[src/include/io_read_watchdog_defs.vh]
// constants for the io read watchdog: port addresses and timeout counts
// assumes a 100 MHz system clock and a 16-bit host i/o address
`ifndef IO_READ_WATCHDOG_DEFS_VH
`define IO_READ_WATCHDOG_DEFS_VH

// ****************************************************************
// port addresses
// ****************************************************************
`define WD_ADDR_W          16
`define WD_PORT_KICK       16'h0443
`define WD_PORT_STOP       16'h0043

// ****************************************************************
// timing
// ****************************************************************
`define WD_CLK_MHZ         100
`define WD_TIMEOUT_MS      1600
// nominal timeout in system clock cycles, 1600 ms * 100000 cycles per ms
`define WD_TIMEOUT_CYC     28'h989_6800
`define WD_CNT_W           28
// width of the reset pulse sent to the cpu
`define WD_RST_PULSE_CYC   5'h10
`define WD_RST_CNT_W       5

// ****************************************************************
// read data
// ****************************************************************
// value returned on a watchdog port read, and its value during reset
`define WD_RD_DATA         8'hff
`define WD_RD_DATA_RST     8'h00

`endif

[src/wd_sync2.v]
// two-flop synchroniser for one level from outside the clock domain
// assumes clk_sys is the only clock; first flop is read by the second only
`timescale 1ns/100ps
module wd_sync2 (
   clk_sys,
   nrst,
   din,
   dout
);
   input  wire clk_sys;
   input  wire nrst;
   input  wire din;
   output reg  dout;

   reg meta_q;

   always @(posedge clk_sys or negedge nrst) begin
      if (!nrst) begin
         meta_q <= 1'b0;
         dout   <= 1'b0;
      end else begin
         meta_q <= din;
         dout   <= meta_q;
      end
   end
endmodule

[src/io_read_watchdog.v]
// io read watchdog: armed, restarted and disarmed by host i/o reads
// assumes host read strobe and address come from pins outside clk_sys
//
// What this block and its host must do
// first read of 0x443 arms watchdog
// each armed 0x443 read restarts count
// armed timeout without restart resets cpu
// read of 0x043 disarms, no reset; a read on the expire cycle still resets the cpu
// real timeout may vary plus/minus thirty percent
// host restarts about once per second
// read data meaningless, only read matters
`timescale 1ns/100ps
`include "io_read_watchdog_defs.vh"
module io_read_watchdog #(
   parameter [`WD_CNT_W-1:0] TIMEOUT_CYC = `WD_TIMEOUT_CYC
) (
   clk_sys,
   nrst,
   io_rd_n,
   io_addr,
   cpu_rst_n,
   armed,
   rd_data,
   rd_data_oe
);
   input  wire                   clk_sys;
   input  wire                   nrst;
   input  wire                   io_rd_n;
   input  wire [`WD_ADDR_W-1:0]  io_addr;
   output reg                    cpu_rst_n;
   output reg                    armed;
   output reg  [7:0]             rd_data;
   output reg                    rd_data_oe;

   // ****************************************************************
   // pin synchronisation
   // ****************************************************************
   wire                  rd_s;
   wire [`WD_ADDR_W-1:0] addr_s;
   reg                   rd_prev_q;
   wire                  rd_start;
   reg                   hit_kick;
   reg                   hit_stop;
   reg                   port_hit;
   genvar                gi;

   // the pin strobe is active low; the synchroniser hands it on active high
   wd_sync2 u_rd_sync (
      .clk_sys (clk_sys),
      .nrst    (nrst),
      .din     (~io_rd_n),
      .dout    (rd_s)
   );

   // address is stable for the whole strobe, so one flop pair per bit
   // lands it on the same edge as the synced strobe
   generate
      for (gi = 0; gi < `WD_ADDR_W; gi = gi + 1) begin : g_addr_sync
         wd_sync2 u_addr_sync (
            .clk_sys (clk_sys),
            .nrst    (nrst),
            .din     (io_addr[gi]),
            .dout    (addr_s[gi])
         );
      end
   endgenerate

   // ****************************************************************
   // read cycle decode
   // ****************************************************************
   // idle level of the synced strobe is low, so no false edge after reset
   // limitation: a strobe shorter than one clock may be missed
   always @(posedge clk_sys or negedge nrst) begin
      if (!nrst) begin
         rd_prev_q <= 1'b0;
      end else begin
         rd_prev_q <= rd_s;
      end
   end

   // one event per read cycle, taken at the start of the strobe
   assign rd_start = rd_s & ~rd_prev_q;

   // only the two watchdog ports decode; every other address is ignored
   always @* begin
      hit_kick = 1'b0;
      hit_stop = 1'b0;
      port_hit = 1'b0;
      case (addr_s)
         `WD_PORT_KICK: begin
            hit_kick = rd_start;
            port_hit = 1'b1;
         end
         `WD_PORT_STOP: begin
            hit_stop = rd_start;
            port_hit = 1'b1;
         end
         default: begin
            // reads of any other port belong to other devices
            port_hit = 1'b0;
         end
      endcase
   end

   // ****************************************************************
   // arm state and timeout count
   // ****************************************************************
   // off: disarmed, count held at zero
   // run: armed, counting up to the timeout
   localparam [1:0] ST_OFF = 2'h1;
   localparam [1:0] ST_RUN = 2'h2;

   reg [1:0]               state_q;
   reg [1:0]               state_d;
   reg [`WD_CNT_W-1:0]     cnt_q;
   reg [`WD_CNT_W-1:0]     cnt_d;
   wire                    expire;

   // the count is exact, so the period sits at nominal, well inside
   // the thirty percent spread; a slower board clock only stretches it
   assign expire = (state_q == ST_RUN) & (cnt_q == TIMEOUT_CYC - 1'b1);

   always @* begin
      state_d = state_q;
      cnt_d   = cnt_q;
      case (state_q)
         ST_OFF: begin
            cnt_d = {`WD_CNT_W{1'b0}};
            if (hit_kick) begin
               state_d = ST_RUN;
            end
         end
         ST_RUN: begin
            // stop outranks kick, though both cannot land in one cycle
            if (hit_stop) begin
               state_d = ST_OFF;
               cnt_d   = {`WD_CNT_W{1'b0}};
            end else if (hit_kick) begin
               cnt_d   = {`WD_CNT_W{1'b0}};
            end else if (expire) begin
               // the cpu restarts from scratch, so the watchdog drops back too
               state_d = ST_OFF;
               cnt_d   = {`WD_CNT_W{1'b0}};
            end else begin
               cnt_d   = cnt_q + 1'b1;
            end
         end
         default: begin
            state_d = ST_OFF;
            cnt_d   = {`WD_CNT_W{1'b0}};
         end
      endcase
   end

   // state and count move together
   always @(posedge clk_sys or negedge nrst) begin
      if (!nrst) begin
         state_q <= ST_OFF;
         cnt_q   <= {`WD_CNT_W{1'b0}};
      end else begin
         state_q <= state_d;
         cnt_q   <= cnt_d;
      end
   end

   // armed is taken from the next state so it changes with state_q
   always @(posedge clk_sys or negedge nrst) begin
      if (!nrst) begin
         armed <= 1'b0;
      end else begin
         armed <= (state_d == ST_RUN);
      end
   end

   // ****************************************************************
   // cpu reset pulse
   // ****************************************************************
   reg [`WD_RST_CNT_W-1:0] pulse_q;
   reg [`WD_RST_CNT_W-1:0] pulse_d;
   reg                     cpu_rst_n_d;
   wire                    pulse_last;

   // the pulse counts down from its length; the last count frees the cpu
   // limitation: a kick that lands during the pulse rearms at once
   assign pulse_last = (pulse_q == {{(`WD_RST_CNT_W-1){1'b0}}, 1'b1});

   always @* begin
      pulse_d     = pulse_q;
      cpu_rst_n_d = 1'b1;
      if (expire) begin
         pulse_d     = `WD_RST_PULSE_CYC;
         cpu_rst_n_d = 1'b0;
      end else if (pulse_q != {`WD_RST_CNT_W{1'b0}}) begin
         pulse_d     = pulse_q - 1'b1;
         cpu_rst_n_d = pulse_last;
      end
   end

   always @(posedge clk_sys or negedge nrst) begin
      if (!nrst) begin
         pulse_q   <= {`WD_RST_CNT_W{1'b0}};
         cpu_rst_n <= 1'b1;
      end else begin
         pulse_q   <= pulse_d;
         cpu_rst_n <= cpu_rst_n_d;
      end
   end

   // ****************************************************************
   // read data: the value carries nothing, only the cycle counts
   // ****************************************************************
   // the enable trails the pin by three edges: the synchroniser's two and its own flop
   // a fixed value exposes no state, so a stray read learns nothing
   always @(posedge clk_sys or negedge nrst) begin
      if (!nrst) begin
         rd_data    <= `WD_RD_DATA_RST;
         rd_data_oe <= 1'b0;
      end else begin
         rd_data    <= `WD_RD_DATA;
         rd_data_oe <= rd_s & port_hit;
      end
   end
endmodule

[config.mk]
export PLATFORM = sky130hd
export DESIGN_NAME = io_read_watchdog
export DESIGN_NICKNAME = d
export VERILOG_FILES = /design/src/wd_sync2.v /design/src/io_read_watchdog.v
export VERILOG_INCLUDE_DIRS = /design/src /design/src/include
export SDC_FILE = /design/constraint.sdc
export NUM_CORES = 1
export LEC_CHECK = 0
export BUFFER_PORTS_ARGS = -buffer_cell sky130_fd_sc_hd__buf_2
export CAP_MARGIN = 30
export CORE_MARGIN = 2
export CORE_UTILIZATION = 58
export CTS_CLUSTER_DIAMETER = 30
export DETAILED_ROUTE_END_ITERATION = 6
export PLACE_DENSITY = 0.86
export SLEW_MARGIN = 20
export SYNTH_ARGS = -nofsm -noshare
export SYNTH_HDL_FRONTEND = slang
export SYNTH_SLANG_ARGS = --single-unit
[constraint.sdc]
create_clock -name clk_sys -period 2.7 [get_ports clk_sys]
set_input_delay 0.675 -clock clk_sys [delete_from_list [all_inputs] [get_ports clk_sys]]
set_output_delay 0.675 -clock clk_sys [all_outputs]
set_load 0.01 [all_outputs]
# Word-level counts from Yosys, hierarchy flattened
# Cells that the tools add are included.
[classes] n_addsub=2 reduce_logical=3 muxes=16 bitwise=5 eq_ne=7
[ops] operator="$mux W28" n=4
[ops] operator="$add A28 B1 Y28 const B" n=1
[ops] operator="$eq A28 B28 Y1 const B" n=1
[ops] operator="$eq A16 B11 Y1 const B" n=1
[ops] operator="$eq A16 B7 Y1 const B" n=1
[ops] operator="$mux W5" n=2
[ops] operator="$mux W2" n=4
[ops] operator="$eq A5 B1 Y1 const B" n=1
[ops] operator="$mux W1" n=5
[ops] operator="$reduce_bool A5 Y1" n=1
[ops] operator="$sub A5 B1 Y5 const B" n=1
[ops] operator="$eq A2 B2 Y1 const B" n=2
[ops] operator="$pmux W2 S2" n=1
[ops] operator="$and A1 B1 Y1" n=3
[ops] operator="$eq A2 B1 Y1 const B" n=1
[ops] operator="$not A1 Y1" n=2
[ops] operator="$reduce_bool A2 Y1" n=1
[ops] operator="$reduce_or A2 Y1" n=1
[word_totals] register_bits=74 in_bits=19 word_cells=75 out_inout_bits=11

# Logic depth before layout (Yosys ltp)
[logic_depth] depth_word=7 ltp_mapped=8 depth_no_buf=8

# By module
# From an unflattened synthesis, not the netlist that was laid out.
[unflattened] cells_unflattened=253 hier_area_um2=2977.9
[by_module_without_submodules] mod="io_read_watchdog" area_per_inst_um2=2127.0 instances=1 seq_area_each_um2=1003.5 cells_per_inst=219
[by_module_without_submodules] mod="wd_sync2" area_per_inst_um2=50.0 instances=17 seq_area_each_um2=50.0 cells_per_inst=2

# Least setup slack after synthesis
# No wires, ideal clock.
[synth_path] kind="reg-to-reg" from="register state_q[0]" to="register armed" stages_incl_launch_ff=9 arrival_ns=1.839 required_ns=2.620 path_buffers=0 setup_time_ns=0.080 setup_slack_ns=0.781 synth_period_minus_slack_ns=1.919 cell_sequence="dfstp_2 -> inv_1 -> ha_1 -> nor4b_1 -> nand4_1 -> o32a_4 -> nor3b_2 -> or3_4 -> nor3_2"
[synth_between] elab_chain_cells=7 elab_cells_between_ends=9 classes_between="eq/ne: 3; mux: 5; bitwise: 1"
[synth_lines] element="start: declaration" line_no="io_read_watchdog.v:113" rtl="reg [1:0] state_q;"
[synth_lines] element="start signal: assignment" line_no="io_read_watchdog.v:161" rtl="state_q <= state_d;"
[synth_lines] element="$eq A2 B2 Y1" line_no="io_read_watchdog.v:121, io_read_watchdog.v:126"
[synth_lines] element="$and A1 B1 Y1" line_no="io_read_watchdog.v:121" rtl="assign expire = (state_q == ST_RUN) & (cnt_q == TIMEOUT_CYC - 1'b1);"
[synth_lines] element="$mux W2" line_no="io_read_watchdog.v:140" rtl="end else if (expire) begin"
[synth_lines] element="$mux W2" line_no="io_read_watchdog.v:138" rtl="end else if (hit_kick) begin"
[synth_lines] element="$mux W2" line_no="io_read_watchdog.v:135" rtl="if (hit_stop) begin"
[synth_lines] element="$pmux W2 S2 *" line_no="io_read_watchdog.v:126" rtl="case (state_q)"
[synth_lines] element="via state_d[0]" line_no="io_read_watchdog.v:114" rtl="reg [1:0] state_d;"
[synth_lines] element="$eq A2 B2 Y1 *" line_no="io_read_watchdog.v:171" rtl="armed <= (state_d == ST_RUN);"
[synth_lines] element="end signal: assignment" line_no="io_read_watchdog.v:171"
[synth_lines] element="end: declaration" line_no="io_read_watchdog.v:31" rtl="output reg armed;"
# The timed path passes the listed nets; every way through them passes the cells marked *.
# A chain may end at the register's enable or synchronous reset.

# Final worst setup path
[layout_path] from="register state_q[0]" to="register cnt_q[6]"
[layout_between] elab_chain_cells=6
[layout_lines] element="$eq A2 B2 Y1 *" line_no="io_read_watchdog.v:121, io_read_watchdog.v:126"
[layout_lines] element="$and A1 B1 Y1" line_no="io_read_watchdog.v:121"
[layout_lines] element="$mux W28" line_no="io_read_watchdog.v:140"
[layout_lines] element="$mux W28" line_no="io_read_watchdog.v:138"
[layout_lines] element="$mux W28" line_no="io_read_watchdog.v:135"
[layout_lines] element="$mux W28 *" line_no="io_read_watchdog.v:126"
[layout_lines] element="via cnt_d[6]" line_no="io_read_watchdog.v:116" rtl="reg [`WD_CNT_W-1:0] cnt_d;"
[layout_lines] element="end signal: assignment" line_no="io_read_watchdog.v:159" rtl="cnt_q <= {`WD_CNT_W{1'b0}};"
[layout_lines] element="end signal: assignment" line_no="io_read_watchdog.v:162" rtl="cnt_q <= cnt_d;"
[layout_lines] element="end: declaration" line_no="io_read_watchdog.v:115" rtl="reg [`WD_CNT_W-1:0] cnt_q;"
# Marks and branches as above.

==> results.ini <==
[run_status]
status = completed

[placement]
gp_congestion = 0.7558
dpl.hpwl_um = 3252
dp_worst_setup_slack_ps = 651.0
io_buffer_count = 29

[synthesis]
ys.flop_type = dfrtp_1
synthTopCellsByArea = dfrtp_1 61%, xor2_1 5.9%, nor2_1 4.8%, ha_1 2.5%, xnor2_1 2.4%
syn_area_per_cell_um2 = 12.30
synth_edf_count = 0
synth_seq_area_share_pct = 62.82
yosysWarnings = 0
ys_types = 35
synth_area_mm2 = 0.002952
synth.largest_area_cell = dfrtp_1
syn_nets = 265
yosys.area.top_type_share_pct = 61.04
ys_seq_elements = 74
async_flop_share_pct = 100.0
syn_inst = 240

[timing]
hold_viol = 0
max_freq_mhz = 480.9
setup_viol = 0
tightestPinTransition_ps = 543.6
finClkSkew_ps = 10.23
setup_tns_ps = 0
timing.final.crit_share_pct = 77.01
rsz0062_at_grt = false
whs_ps = 303.7
drv_slew = 0
fin_crit_ps = 2079
slew_headroom_pct = 63.25
setup_ws_ps = 620.7

[layout]
nets = 297
drive_above_1_share_pct = 23.55
final_util_pct = 68.39
syn2layout_area_growth_pct = 11.62
antenna_cells = 0
fillers = 362

[global_route]
grt_overflow = 0
grt_pass1_vias = 1755
grt_pass1_wl_um = 7803
antenna_found_initial = 0
track_usage_pct = 19.36
grt_start_max_net_pins = 28

[detailed_routing]
wl_um = 4609
num_vias = 1780
top_layer = met4
first_pass_iters = 4
wl_met1_um = 2027
met2_length_um = 2283
drc = 0
vias_per_cell = 5.190
wl_per_cell_um = 13.44
drt_iter0_drc = 95
antenna_left = 0
met3RoutedLength_um = 237

[clock_network]
cts_tree = done
htreeDepth = 3
cts_hold_buf = 0
clkTransAtPathRegs_ps = 80
post-cts-setup-buffer-count = 0
numCtsBuffers = 9
cts.sinks = 74
clk_latency_ps = 340
post_cts_resized = 0
cts_buffer_depth = 2
cts_root_buf = clkbuf_8

[setup_path]
path_class = reg2reg
path_max_fanout = 27
required_ps = 2910
end_kind = register
critPathArrivalTime_ps = 2290
worst_setup_path_start_kind = register

[power_and_ir_drop]
p_sw_uw = 470.5
seqPwrFrac_pct = 58.4
p_leak_nw = 1.456
p_sw_share_pct = 23.58
intPower_mw = 1.525
p_total_mw = 1.996
power_density_mw_per_mm2 = 605.8
p_comb_share_pct = 5.3
vdd_drop_max_mv = 0.4484
p_clk_share_pct = 36.3

[die]
num_rows = 25
die_area_mm2 = 0.005675
boundaryPins = 30
initial_core_util_pct = 61.27
core_area_mm2 = 0.004817
dieHeight_um = 75.34
die_x_um = 75.34

[flow_run]
drv_cap = 0

[min_path]
hp-class = in2async

[layout make-up]
cell class	count	area, um^2	area share [%]
Clock buffer	9	123.9	3.760
Clock inverter	6	43.79	1.329
Inverter	8	30.03	0.9115
Multi-Input combinational cell	147	991.0	30.08
Sequential cell	74	1854	56.29
Tap cell	67	83.83	2.545
Timing Repair Buffer	32	167.7	5.089
[power groups by stage]
stage | Sequential [mW] | Clock [mW] | Combinational [mW]
after floorplan | 1.18 | 0 | 0.0625
after global placement | 1.19 | 0 | 0.101
after detailed placement | 1.19 | 0 | 0.108
after CTS | 1.17 | 0.741 | 0.107
after global routing | 1.17 | 0.792 | 0.120
final | 1.17 | 0.723 | 0.106
[cells in the final DEF (no fill, tap or decap), types with 4 or more instances in the layout]
cell type,netlist,final
nand4_1,9,9
nand3_1,10,10
nand2_1,16,16
inv_1,8,8
nor2_1,38,38
and3_1,4,4
xor2_1,20,20
nor3_1,5,5
buf_2,1,29
nor4b_2,4,4
ha_1,6,6
clkinvlp_4,0,4
xnor2_1,8,8
clkbuf_8,0,9
dfrtp_1,72,72
[path summary, 6_finish.rpt]
path,startpoint,to,slack (ps),depth (start not counted)
worst min-delay path,nrst,cnt_q[13]$_DFF_PN0_,300,1
worst max register to register,state_q[0]$_DFF_PN1_,cnt_q[6]$_DFF_PN0_,620,7
worst max-delay path,state_q[0]$_DFF_PN1_,cnt_q[6]$_DFF_PN0_,620,7
worst min register to register,g_addr_sync[8].u_addr_sync.meta_q$_DFF_PN0_,g_addr_sync[8].u_addr_sync.dout$_DFF_PN0_,350,0
max in group asynchronous,nrst,g_addr_sync[5].u_addr_sync.dout$_DFF_PN0_,1690,2
min in group clk_sys,g_addr_sync[8].u_addr_sync.meta_q$_DFF_PN0_,g_addr_sync[8].u_addr_sync.dout$_DFF_PN0_,350,0
[synth_stat cells (2+ instances only)]
cell	instances
and3_1	4
and4_1	3
buf_4	9
dfrtp_1	72
dfstp_2	2
ha_1	6
inv_1	8
nand2_1	16
nand3_1	10
nand4_1	9
nor2_1	38
nor3_1	5
nor3_2	3
nor3b_2	2
nor4b_1	3
nor4b_2	4
o21ai_0	2
xnor2_1	8
xor2_1	20
[cell families (layout without fill, tap and decap cells)]
logic type | Yosys count | after routing | share of synthesized area, %
AOI/OAI and AO/OA | 7 | 7 | 2.077
xor gates and xnor gates | 28 | 28 | 8.309
adders and majority gates | 6 | 6 | 2.543
buffers and inverters | 19 | 55 | 3.603
DFF | 74 | 74 | 62.82
muxes | 1 | 1 | 0.3815
other | 1 | 1 | 0.1271
and+or+nand+nor | 104 | 104 | 20.14
[layer usage]
| metal | vias to the layer above | global-route usage (%) |
|---|---|---|
| li1 | 854 | - |
| met5 | - | 0 |
| met4 | 0 | 8.772 |
| met2 | 46 | 30.82 |
| met3 | 7 | 7.011 |
| met1 | 873 | 23.89 |
[state kept, by name (all words and copies together), names as in the netlist]
| name | count |
|---|---|
| g_addr_sync.u_addr_sync.dout | 16 |
| rd_prev_q | 1 |
| state_q | 2 |
| rd_data_oe | 1 |
| g_addr_sync.u_addr_sync.meta_q | 16 |
| cpu_rst_n | 1 |
| pulse_q | 5 |
| cnt_q | 28 |
| u_rd_sync.dout | 1 |
| u_rd_sync.meta_q | 1 |
| armed | 1 |
| rd_data | 1 |
[through the flow]
stage | std cells | cell area [um^2]
after floorplan | 240 | 2952
after global placement | 328 | 3127
after detailed placement | 328 | 3127
after CTS | 343 | 3294
after global routing | 343 | 3294
final | 343 | 3294
[critical path: stages (launching register included)]
cell and delay [ps]:
dfstp_2 390, inv_1 50, ha_1 280, nor4b_1 360
nand4_1 160, o32a_4 360, nand2_4 250, nor2_1 100
Note: power is estimated with default switching activity, not from simulation.
